### config.mk
export PLATFORM = sky130hd
export DESIGN_NAME = dda_dts_end_flat
export DESIGN_NICKNAME = d
export VERILOG_FILES = /design/src/include/dda_pkg.sv /design/src/include/dda_link_if.sv /design/src/design/dda_dts_end.sv /design/src/flat_wrapper.sv
export SDC_FILE = /design/constraint.sdc
export NUM_CORES = 1
export LEC_CHECK = 0
export BUFFER_PORTS_ARGS = -buffer_cell sky130_fd_sc_hd__buf_2
export CORE_MARGIN = 10
export CORE_UTILIZATION = 35
export CTS_BUF_LIST = sky130_fd_sc_hd__clkbuf_8
export CTS_CLUSTER_DIAMETER = 60
export DETAILED_ROUTE_END_ITERATION = 10
export GPL_TIMING_DRIVEN = 1
export PLACE_DENSITY_LB_ADDON = 0.08
export SLEW_MARGIN = 40
export SYNTH_ARGS = -nofsm -noshare
export SYNTH_HDL_FRONTEND = slang
export SYNTH_SLANG_ARGS = --single-unit
### constraint.sdc
create_clock -name ref_clk -period 4.5 [get_ports ref_clk]
set_input_delay 0.675 -clock ref_clk [delete_from_list [all_inputs] [get_ports ref_clk]]
set_output_delay 0.675 -clock ref_clk [all_outputs]
set_load 0.02 [all_outputs]
### src/include/dda_pkg.sv
package dda_pkg;

    // Clock and timing figures; cycle counts are derived from the clock rate.
    localparam int unsigned CLK_MHZ          = 40;
    localparam int unsigned CC_DEBOUNCE_US   = 150000;
    localparam int unsigned PD_DEBOUNCE_US   = 15000;
    localparam int unsigned DRP_TRY_US       = 100000;
    localparam int unsigned TOGGLE_US        = 75000;
    localparam int unsigned CC_DEBOUNCE_CYC  = CC_DEBOUNCE_US * CLK_MHZ;
    localparam int unsigned PD_DEBOUNCE_CYC  = PD_DEBOUNCE_US * CLK_MHZ;
    localparam int unsigned DRP_TRY_CYC      = DRP_TRY_US * CLK_MHZ;
    localparam int unsigned TOGGLE_CYC       = TOGGLE_US * CLK_MHZ;

    // Termination placed on one CC pin. Rp codes carry the offered current.
    typedef enum logic [2:0]
    {
        TERM_OPEN   = 3'h0,
        TERM_RD     = 3'h1,
        TERM_RD_ALT = 3'h2,
        TERM_RP_DEF = 3'h4,
        TERM_RP_1A5 = 3'h5,
        TERM_RP_3A0 = 3'h6
    } dda_term_t;

    localparam logic [1:0] CUR_NONE = 2'h0;
    localparam logic [1:0] CUR_DEF  = 2'h1;
    localparam logic [1:0] CUR_1A5  = 2'h2;
    localparam logic [1:0] CUR_3A0  = 2'h3;
    localparam logic [2:0] RESET_STATE = 3'h0;

    typedef enum logic [2:0]
    {
        DTS_UNATT_SRC   = 3'h0,
        DTS_ATTWAIT_SRC = 3'h1,
        DTS_ATT_SRC     = 3'h3,
        DTS_UNATT_SNK   = 3'h2,
        DTS_ATTWAIT_SNK = 3'h6,
        DTS_TRY_SRC     = 3'h7,
        DTS_TRYWAIT_SNK = 3'h5,
        DTS_ATT_SNK     = 3'h4
    } dda_dts_state_t;

    typedef enum logic [2:0]
    {
        TS_UNATT_SRC   = 3'h0,
        TS_ATTWAIT_SRC = 3'h1,
        TS_UNOR_SRC    = 3'h3,
        TS_OR_SRC      = 3'h2,
        TS_UNATT_SNK   = 3'h6,
        TS_ATTWAIT_SNK = 3'h7,
        TS_DBG_SNK     = 3'h5
    } dda_ts_state_t;

    function automatic logic termIsRd(input dda_term_t t);
        termIsRd = (t == TERM_RD) || (t == TERM_RD_ALT);
    endfunction : termIsRd

    function automatic logic termIsRp(input dda_term_t t);
        termIsRp = (t == TERM_RP_DEF) || (t == TERM_RP_1A5) || (t == TERM_RP_3A0);
    endfunction : termIsRp

    function automatic logic [1:0] termCurrent(input dda_term_t t);
        case (t)
            TERM_RP_DEF: termCurrent = CUR_DEF;
            TERM_RP_1A5: termCurrent = CUR_1A5;
            TERM_RP_3A0: termCurrent = CUR_3A0;
            default:     termCurrent = CUR_NONE;
        endcase
    endfunction : termCurrent

    function automatic dda_term_t rpForLevel(input logic [1:0] lvl);
        case (lvl)
            CUR_1A5: rpForLevel = TERM_RP_1A5;
            CUR_3A0: rpForLevel = TERM_RP_3A0;
            default: rpForLevel = TERM_RP_DEF;
        endcase
    endfunction : rpForLevel

endpackage : dda_pkg

### src/include/dda_link_if.sv
`timescale 1ns/1ps
interface dda_link_if;
    import dda_pkg::*;

    // Index 0 is CC1, index 1 is CC2.
    dda_term_t [1:0] dtsTerm;
    dda_term_t [1:0] tsTerm;
    logic            dtsVbusEn;
    logic            tsVbusEn;

    modport dts (output dtsTerm, output dtsVbusEn, input tsTerm, input tsVbusEn);
    modport ts  (output tsTerm, output tsVbusEn, input dtsTerm, input dtsVbusEn);
endinterface : dda_link_if

### src/design/dda_dts_end.sv
`timescale 1ns/1ps
module dda_dts_end
    import dda_pkg::*;
#(
    parameter int unsigned CC_DEB_CYC = CC_DEBOUNCE_CYC,
    parameter int unsigned PD_DEB_CYC = PD_DEBOUNCE_CYC,
    parameter int unsigned TRY_CYC    = DRP_TRY_CYC,
    parameter int unsigned TOGGLE_LEN = TOGGLE_CYC
)
(
    // Clock and reset
    input  wire logic        ref_clk,
    input  wire logic        reset_n,
    // Link
    dda_link_if.dts          link,
    // User side: configuration
    input  wire logic [1:0]  rpLevel,
    input  wire logic        orientEn,
    input  wire logic        ccCommSel,
    // User side: status
    output logic             attached,
    output logic             sourceRole,
    output logic [2:0]       stateCode,
    output logic [1:0]       advCurrent,
    output logic             vbusOn
);

    if (CC_DEB_CYC < 1 || PD_DEB_CYC < 1 || TRY_CYC < 1 || TOGGLE_LEN < 1)
    begin : g_chk
        $error("dda_dts_end: timing counts must be at least one cycle");
    end

    dda_term_t [1:0] farMeta_q, farSync_q;
    logic            vbusMeta_q, vbusSync_q;
    dda_term_t [1:0] far;
    dda_dts_state_t  state_q, state_d;
    logic [31:0]     stateTmr_q, stateTmr_d, stableTmr_q, stableTmr_d;
    dda_term_t [1:0] term_q, term_d;
    logic            vbus_q, vbus_d;
    logic [1:0]      cur_q, cur_d;
    logic            bothRd, bothRp, srcSide;
    dda_term_t       rpTerm;

    // Pins come from another device, so both the CC levels and VBUS are
    // synchronised before any decision looks at them.
    always_ff @(posedge ref_clk)
    begin
        farMeta_q  <= link.tsTerm;
        farSync_q  <= farMeta_q;
        vbusMeta_q <= link.tsVbusEn;
        vbusSync_q <= vbusMeta_q;
    end

    assign far    = farSync_q;
    assign bothRd = termIsRd(far[0]) && termIsRd(far[1]);
    assign bothRp = termIsRp(far[0]) && termIsRp(far[1]);
    assign rpTerm = rpForLevel(rpLevel);

    // The state timer stops at its ceiling rather than wrapping, so a very long
    // stay in one state can never look like a fresh entry to the timeouts.
    function automatic logic [31:0] satInc(input logic [31:0] v);
        satInc = (v == 32'hffffffff) ? v : v + 32'h1;
    endfunction : satInc

    always_comb
    begin
        state_d     = state_q;
        stateTmr_d  = satInc(stateTmr_q);
        srcSide     = (state_q == DTS_UNATT_SRC) || (state_q == DTS_ATTWAIT_SRC)
                   || (state_q == DTS_ATT_SRC) || (state_q == DTS_TRY_SRC);
        // The stability counter restarts on any glitch, which is what makes it
        // a debounce rather than a plain delay.
        stableTmr_d = (srcSide ? bothRd : bothRp) ? stableTmr_q + 32'h1 : 32'h0;
        case (state_q)
            DTS_UNATT_SRC:
                if (bothRd)
                    state_d = DTS_ATTWAIT_SRC;
                else if (stateTmr_q >= TOGGLE_LEN)
                    state_d = DTS_UNATT_SNK;
            DTS_ATTWAIT_SRC:
                if (!bothRd)
                    state_d = DTS_UNATT_SNK;
                else if (stableTmr_q >= CC_DEB_CYC)
                    state_d = DTS_ATT_SRC;
            DTS_ATT_SRC:
                if (!bothRd)
                    state_d = DTS_UNATT_SNK;
            DTS_UNATT_SNK:
                if (bothRp)
                    state_d = DTS_ATTWAIT_SNK;
                else if (stateTmr_q >= TOGGLE_LEN)
                    state_d = DTS_UNATT_SRC;
            DTS_ATTWAIT_SNK:
                if (!bothRp)
                    state_d = DTS_UNATT_SNK;
                else if (stableTmr_q >= CC_DEB_CYC && vbusSync_q)
                    state_d = DTS_TRY_SRC;
            DTS_TRY_SRC:
                if (stableTmr_q >= PD_DEB_CYC)
                    state_d = DTS_ATT_SRC;
                else if (stateTmr_q >= TRY_CYC && !bothRd)
                    state_d = DTS_TRYWAIT_SNK;
            DTS_TRYWAIT_SNK:
                if (stableTmr_q >= CC_DEB_CYC && vbusSync_q)
                    state_d = DTS_ATT_SNK;
                else if (stateTmr_q >= TRY_CYC && !bothRp)
                    state_d = DTS_UNATT_SNK;
            DTS_ATT_SNK:
                if (!vbusSync_q)
                    state_d = DTS_UNATT_SNK;
            default:
                state_d = DTS_UNATT_SRC;
        endcase
        if (state_d != state_q)
        begin
            stateTmr_d  = 32'h0;
            stableTmr_d = 32'h0;
        end

        // VBUS is driven only in the attached source state, so every exit from
        // it, and the whole try step, leaves the switch open.
        vbus_d = (state_d == DTS_ATT_SRC);

        // Each pin is set on its own, so the enum type of every element is kept
        // and no untyped vector is ever forced into the termination code.
        case (state_d)
            DTS_UNATT_SRC, DTS_ATTWAIT_SRC, DTS_TRY_SRC:
            begin
                term_d[0] = rpTerm;
                term_d[1] = rpTerm;
            end
            DTS_ATT_SRC:
            begin
                term_d[0] = rpTerm;
                term_d[1] = rpTerm;
            end
            DTS_ATT_SNK:
            begin
                // The pin not used for communication carries the altered Rd, so
                // the far source can tell which way round the plug sits.
                term_d[0] = (orientEn && ccCommSel) ? TERM_RD_ALT : TERM_RD;
                term_d[1] = (orientEn && !ccCommSel) ? TERM_RD_ALT : TERM_RD;
            end
            default:
            begin
                term_d[0] = TERM_RD;
                term_d[1] = TERM_RD;
            end
        endcase

        // Without orientation either pin advertises the same current; pin 0
        // is read then, so a mismatch between pins goes unnoticed.
        cur_d = CUR_NONE;
        if (state_d == DTS_ATT_SNK)
            cur_d = (orientEn && ccCommSel) ? termCurrent(far[1]) : termCurrent(far[0]);
    end

    always_ff @(posedge ref_clk)
    begin
        if (!reset_n)
        begin
            state_q     <= DTS_UNATT_SRC;
            stateTmr_q  <= 32'h0;
            stableTmr_q <= 32'h0;
            term_q      <= '{TERM_OPEN, TERM_OPEN};
            vbus_q      <= 1'b0;
            cur_q       <= CUR_NONE;
        end
        else
        begin
            state_q     <= state_d;
            stateTmr_q  <= stateTmr_d;
            stableTmr_q <= stableTmr_d;
            term_q      <= term_d;
            vbus_q      <= vbus_d;
            cur_q       <= cur_d;
        end
    end

    // stateCode, advCurrent and vbusOn come straight from a flop, attached and sourceRole from a decode of flops, so the user
    // side never sees the next-state logic while the state and its timers move together.
    // The role follows the termination actually shown, not the state code.
    assign link.dtsTerm   = term_q;
    assign link.dtsVbusEn = vbus_q;
    assign attached       = (state_q == DTS_ATT_SRC) || (state_q == DTS_ATT_SNK);
    assign sourceRole     = termIsRp(term_q[0]);
    assign stateCode      = state_q;
    assign advCurrent     = cur_q;
    assign vbusOn         = vbus_q;

endmodule : dda_dts_end

### src/flat_wrapper.sv
// flat-port wrapper written by rule: the top's interface ports become plain ports
module dda_dts_end_flat import dda_pkg::*;
#(
    parameter int unsigned CC_DEB_CYC = CC_DEBOUNCE_CYC,
    parameter int unsigned PD_DEB_CYC = PD_DEBOUNCE_CYC,
    parameter int unsigned TRY_CYC    = DRP_TRY_CYC,
    parameter int unsigned TOGGLE_LEN = TOGGLE_CYC
)
  (ref_clk, reset_n, rpLevel, orientEn, ccCommSel, attached, sourceRole, stateCode, advCurrent, vbusOn, link_dtsTerm, link_dtsVbusEn, link_tsTerm, link_tsVbusEn);
  dda_link_if link_i ();
  input  wire logic ref_clk;
  input  wire logic reset_n;
  input  wire logic [1:0] rpLevel;
  input  wire logic orientEn;
  input  wire logic ccCommSel;
  output logic attached;
  output logic sourceRole;
  output logic [2:0] stateCode;
  output logic [1:0] advCurrent;
  output logic vbusOn;
  output wire logic [$bits(link_i.dtsTerm)-1:0] link_dtsTerm;
  output wire logic [$bits(link_i.dtsVbusEn)-1:0] link_dtsVbusEn;
  input wire logic [$bits(link_i.tsTerm)-1:0] link_tsTerm;
  input wire logic [$bits(link_i.tsVbusEn)-1:0] link_tsVbusEn;
  assign link_dtsTerm = link_i.dtsTerm;
  assign link_dtsVbusEn = link_i.dtsVbusEn;
  assign link_i.tsTerm = link_tsTerm;
  assign link_i.tsVbusEn = link_tsVbusEn;
  dda_dts_end #(.CC_DEB_CYC(CC_DEB_CYC), .PD_DEB_CYC(PD_DEB_CYC), .TRY_CYC(TRY_CYC), .TOGGLE_LEN(TOGGLE_LEN)) u_core (.ref_clk(ref_clk), .reset_n(reset_n), .link(link_i), .rpLevel(rpLevel), .orientEn(orientEn), .ccCommSel(ccCommSel), .attached(attached), .sourceRole(sourceRole), .stateCode(stateCode), .advCurrent(advCurrent), .vbusOn(vbusOn));
endmodule
==> Yosys cells after proc, flatten, opt, wreduce, memory -nomap -nowiden <==
Index checks and enable logic that the tools add are counted.
{ "word_totals": {"regBits": 90, "input_bits": 13, "out_inout_bits": 15} }
{ "op_classes": {"n_eq_ne": 28, "reduce_logical": 28, "order_cmp": 4, "muxes": 23, "bitwise_logic": 2, "addsub": 2} }
{ "ops": {"columns": ["cell", "n"], "rows": [
  ["32-bit by 1-bit adder with 32-bit output, second input constant", 2],
  ["32-bit by 22-bit >= comparator with 1-bit output, second input constant", 2],
  ["3-bit == test, second input constant", 15],
  ["3-bit two-way mux", 14],
  ["32-bit == test, second input constant", 1],
  ["32-bit by 20-bit >= comparator with 1-bit output, second input constant", 1],
  ["32-bit by 23-bit >= comparator with 1-bit output, second input constant", 1],
  ["3-bit case mux with 8 select lines", 1],
  ["3-bit by 2-bit == test with 1-bit output, second input constant", 5],
  ["3-bit by 1-bit == test with 1-bit output, second input constant", 4],
  ["1-bit logical OR", 12],
  ["2-bit case mux with 3 select lines", 2],
  ["6-bit case mux with 2 select lines", 1],
  ["1-bit logical AND", 7],
  ["3-bit zero test", 2],
  ["2-bit two-way mux", 3],
  ["2-bit == test, second input constant", 2],
  ["2-bit case mux with 2 select lines", 1],
  ["4-bit OR reduction", 1],
  ["1-bit zero test", 3],
  ["3-bit != test", 1],
  ["3-bit OR reduction", 1],
  ["1-bit inverter", 2],
  ["2-bit AND reduction", 1],
  ["other kinds (2)", 2]
]} }

==> Longest topological paths before layout <==
{ "depth": {"ltp_word": 12, "ltp_mapped": 10, "mapped_depth_nobuf": 9} }

==> Worst setup path before layout <==
OpenSTA, ideal clock, no wires.
{ "synth_path": {"path_type": "reg-to-reg", "startpoint": "register u_core.stableTmr_q[25]", "endpoint": "register u_core.stateTmr_q[17]", "path_buffers": 1, "slack_ns": 1.712, "stages_incl_launch_ff": 10, "arrival_time_ns": 2.724, "cell_sequence": "dfxtp_1 > or4_4 > nor4_4 > o311ai_0 > a2111oi_1 > nor4_4 > xor2_2 > nand4_4 > buf_6 > nor2_1"} }
{ "synth_between": {"elab_chain_cells": 7, "word_cells_on_any_way": 12, "classes_between": "order compare: 2; eq/ne: 1; mux: 7; reduce/logical: 2"} }
{ "synth_lines": {"columns": ["element", "line", "text"], "rows": [
  ["start: declaration", "dda_dts_end.sv:37", "logic [31:0] stateTmr_q, stateTmr_d, stableTmr_q, stableTmr_d;"],
  ["start signal: assignment", "dda_dts_end.sv:173", "stableTmr_q <= stableTmr_d;"],
  ["32-bit by 23-bit >= comparator with 1-bit output", "dda_dts_end.sv:83, dda_dts_end.sv:96, dda_dts_end.sv:104", null],
  ["1-bit logical AND", "dda_dts_end.sv:96, dda_dts_end.sv:104", null],
  ["3-bit two-way mux", "dda_dts_end.sv:96", "else if (stableTmr_q >= CC_DEB_CYC && vbusSync_q)"],
  ["3-bit two-way mux", "dda_dts_end.sv:94", "if (!bothRp)"],
  ["3-bit case mux with 8 select lines *", "dda_dts_end.sv:74", "case (state_q)"],
  ["3-bit != test *", "dda_dts_end.sv:114", "if (state_d != state_q)"],
  ["2-bit OR reduction (no line) *", null, null],
  ["end signal: assignment", "dda_dts_end.sv:172", "stateTmr_q <= stateTmr_d;"],
  ["end: declaration", "dda_dts_end.sv:37", null]
]} }
Every way passes the cells marked *; elsewhere a longest branch is shown, timed or not.
A chain may end at the register's enable or synchronous reset.

==> Worst setup path in the final report <==
{ "layout_path": {"startpoint": "register u_core.stableTmr_q[25]", "endpoint": "register u_core.stateTmr_q[3]"} }
The elaborated chain is that of the path after synthesis.

==> run_results.csv <==
group,metric,value,unit
sta,worst_pin_slew,0.799,ns
worst_setup_path,crit_required,4.78,ns
synth,synthMuxAreaShare,0.478,%
power,ir_worst_vdd,0.170,mV
worst_setup_path,arrival,3.61,ns
global_route,antenna_found_initial,0,
synth,yosys.area_share.simple,30.7,%
worst_setup_path,crit_top_cell,"nor4_4",
synth,syn_avg_cell_area,8.65,um^2
synth,synth-compound-area-share,8.19,%
global_route,use_met2,17.3,%
power,cellPowerDensity,415,mW/mm^2
placed_design,portBuffers,27,
clock_tree,insertion_delay,0.36,ns
global_route,use_met1,13.0,%
worst_setup_path,crit_chain,"or4_4, nor4_4, o311ai_0, a2111oi_1, nor4_4, xor2_2, nand4_4, nor2_1",
detailed_routing,wire_per_inst,13.1,um
synth,ys.flop_type,"dfxtp_1",
clock_tree,post_cts_buffers,0,
hold_path,min_to,"u_core.far[1]",
finish,layout_commonest_cell,"dfxtp_1",
power,power,1.92,mW
worst_setup_path,ff2ff_setup_slack,1.17,ns
clock_tree,cts_tree,"built",
detailed_routing,drtPass1Iterations,4,
global_route,busiest_layer,"met2",
floorplanning,die_h,129,um
floorplanning,die_x,129,um
worst_setup_path,endpoint_kind,"flip-flop",
hold_path,min_path_type,"reg2reg",
worst_setup_path,cp-start-kind,"flip-flop",
worst_setup_path,cpPeakStageDelay,0.67,ns
worst_setup_path,reg2reg_to,"u_core.stateTmr_q[3]",
sta,fmax,301,MHz
clock_tree,cts_buffers,9,
clock_tree,clock_sinks,89,
sta,drv_slew,0,
clock_tree,cts.repair.resized,0,
sta,fin_setup_tns,0,ns
placed_design,dp_cells,641,
global_route,overflow,0,
finish,final_cell_mix,"dfxtp_1, nor2_1, nand2_1",
synth,synthesis.nets,501,
worst_setup_path,cp_top_family,"simple AND/OR/NAND/NOR gates",
detailed_routing,finalWirelength,8610,um
floorplanning,initial_core_util,36.2,%
run,maxCapViolCount,0,
synth,yosysWarningCount,0,
hold_path,worstHoldPathCells,0,
worst_setup_path,ff2ff_path_depth,8,
clock_tree,cts_hold_buf,0,
finish,nFillCells,1179,
worst_setup_path,slowest_stage,"a2111oi_1",
clock_tree,clk_pin_slew,0.08,ns
worst_setup_path,r2r-start,"u_core.stableTmr_q[25]",
detailed_routing,drtIter0Drc,227,
detailed_routing,viasPerCell,5.05,
floorplanning,rows,39,
global_route,grt_first_pass_wirelength,14500,um
sta,rsz0062_at_grt,"no",
synth,yosysUniqueCellTypes,57,
synth,synthAdderAreaFrac,1.20,%
sta,period_needed,3.33,ns
finish,drive_gt1_share,10.5,%
finish,diodes,0,
worst_setup_path,path_max_fanout,32,
synth,ys_seq_area_share,42.5,%
floorplanning,die_area,0.0167,mm^2
sta,post-route-period-util,73.9,%
worst_setup_path,critPathBufInv,0,
global_route,grt_max_degree,33,
global_route,grt.met3_usage,3.02,%
synth,synth-edff-count,0,
synth,netlist_instances,484,
sta,fin_worst_skew,0.00812,ns
run_status,outcome,"completed",
clock_tree,root_buffer,"clkbuf_8",
sta,slew_headroom,46.3,%
power,leakage,1.61,nW
finish,fin_cells,656,
synth,synthXorXnorAreaFrac,13.4,%
floorplanning,ioPinCount,28,
finish,area.growth.synth_to_final,10.6,%
detailed_routing,drtAntennaViolNets,0,
placed_design,place.gp.congestion,0.798,
clock_tree,clk_path_buf_depth,2,
worst_setup_path,path_class,"reg2reg",
synth,synth_top_family_by_area,"simple AND/OR/NAND/NOR gates",
placed_design,dpl_cell_area,0.00442,mm^2
detailed_routing,drc,0,
floorplanning,coreArea,0.0116,mm^2
finish,num-nets-final,526,
global_route,grt_pass1_vias,3083,
synth,ys_seq_elements,89,
clock_tree,htree_num_levels,3,
sta,hold_viol_final,0,
hold_path,hp-start,"u_core.farMeta_q[1]",
finish,final_area,0.00463,mm^2
synth,synth-async-reset-ratio,0,%
synth,syn_area,0.00419,mm^2
detailed_routing,vias,3310,
sta,setup_viol_count_final,0,
global_route,grt_usage,10.6,%
placed_design,hpwlAfterDp,6130,um
-- stage by stage --
| step | utilization (%) | hold slack (ns) | setup slack, ns |
|---|---|---|---|
| after global routing | 40.1 | 0.341 | 0.890 |
| after global placement | 38.2 | 0.310 | 1.22 |
| after detailed placement | 38.2 | 0.312 | 1.10 |
| after floorplan | - | 0.310 | 1.71 |
| final | 40.1 | 0.328 | 1.17 |
| after CTS | 40.1 | 0.331 | 1.08 |
-- cells by family (layout without fill, tap and decap cells) --
logic type	count (synthesis)	count (layout)
XOR/XNOR	63	63
AO/OA/AOI/OAI	49	49
multiplexers	2	2
AND/OR/NAND/NOR	249	249
adder cells (fa/ha/maj)	4	4
flip-flops	89	89
buffers and inverters	28	57
-- routing by layer --
layer | up-vias | share of wire, %
met5 | - | 0
met4 | 0 | 1.4
met3 | 12 | 3.8
met2 | 44 | 46
met1 | 1528 | 49
li1 | 1726 | -
-- flip-flops by register name, summed over array words and instances, names as in the netlist --
register and count:
u_core.advCurrent 2, u_core.vbusSync_q 1, u_core.vbusMeta_q 1, u_core.stateCode 3
u_core.farMeta_q 6, u_core.link.dtsVbusEn 1, u_core.link.dtsTerm 5, u_core.stateTmr_q 32
u_core.far 6, u_core.stableTmr_q 32
-- report_power, final --
part           leakage, nW  internal (mW)  switching (mW)
logic                0.778          0.147           0.283
clock network        0.104          0.324           0.279
registers            0.724          0.828          0.0617
total                 1.61           1.30           0.624
-- how the worst max path moves through the flow --
stage | cells after the start | from | endpoint
global route | 8 | u_core.stableTmr_q[25] | u_core.stateTmr_q[19]
global placement | 8 | u_core.stableTmr_q[25] | u_core.stateTmr_q[13]
detailed placement | 8 | u_core.stableTmr_q[25] | u_core.stateTmr_q[3]
finish | 8 | u_core.stableTmr_q[25] | u_core.stateTmr_q[3]
floorplan | 9 | u_core.stableTmr_q[25] | u_core.stateTmr_q[17]
CTS | 8 | u_core.stableTmr_q[25] | u_core.stateTmr_q[3]
-- area by class of cell --
type                    instances  area [um^2]  area share (%)
inverters                      14         52.6            1.13
repair buffers                 28          143            3.08
clock inverters                 5         80.1            1.73
clock buffers                  10          138            2.97
multi-input cells             367         2260            48.8
flip-flops and latches         89         1780            38.5
well taps                     143          179            3.86
-- Yosys cell counts (all sizes together) (2+ instances only) --
master	n	area, um^2
inv	14	52.6
ha	4	50.1
or3	5	31.3
nand3	28	140
o21ai	11	55.1
a2111o	2	22.5
nand4	19	140
or4	4	33.8
nand3b	5	37.5
a31o	2	17.5
o211ai	2	15.0
nand4b	3	26.3
nand2b	3	18.8
xor2	43	384
o21a	2	15.0
nor2b	6	37.5
dfxtp	89	1780
and2	6	37.5
clkbuf	5	18.8
buf	9	75.1
a21oi	9	45.0
xnor2	20	175
nor2	84	315
nor4	12	111
and3	8	50.1
a211oi	3	22.5
nand2	46	173
o311ai	2	17.5
mux2i	2	20.0
and4	3	26.3
a31oi	3	18.8
nor3	13	65.1
(Power assumes the default switching activity.)
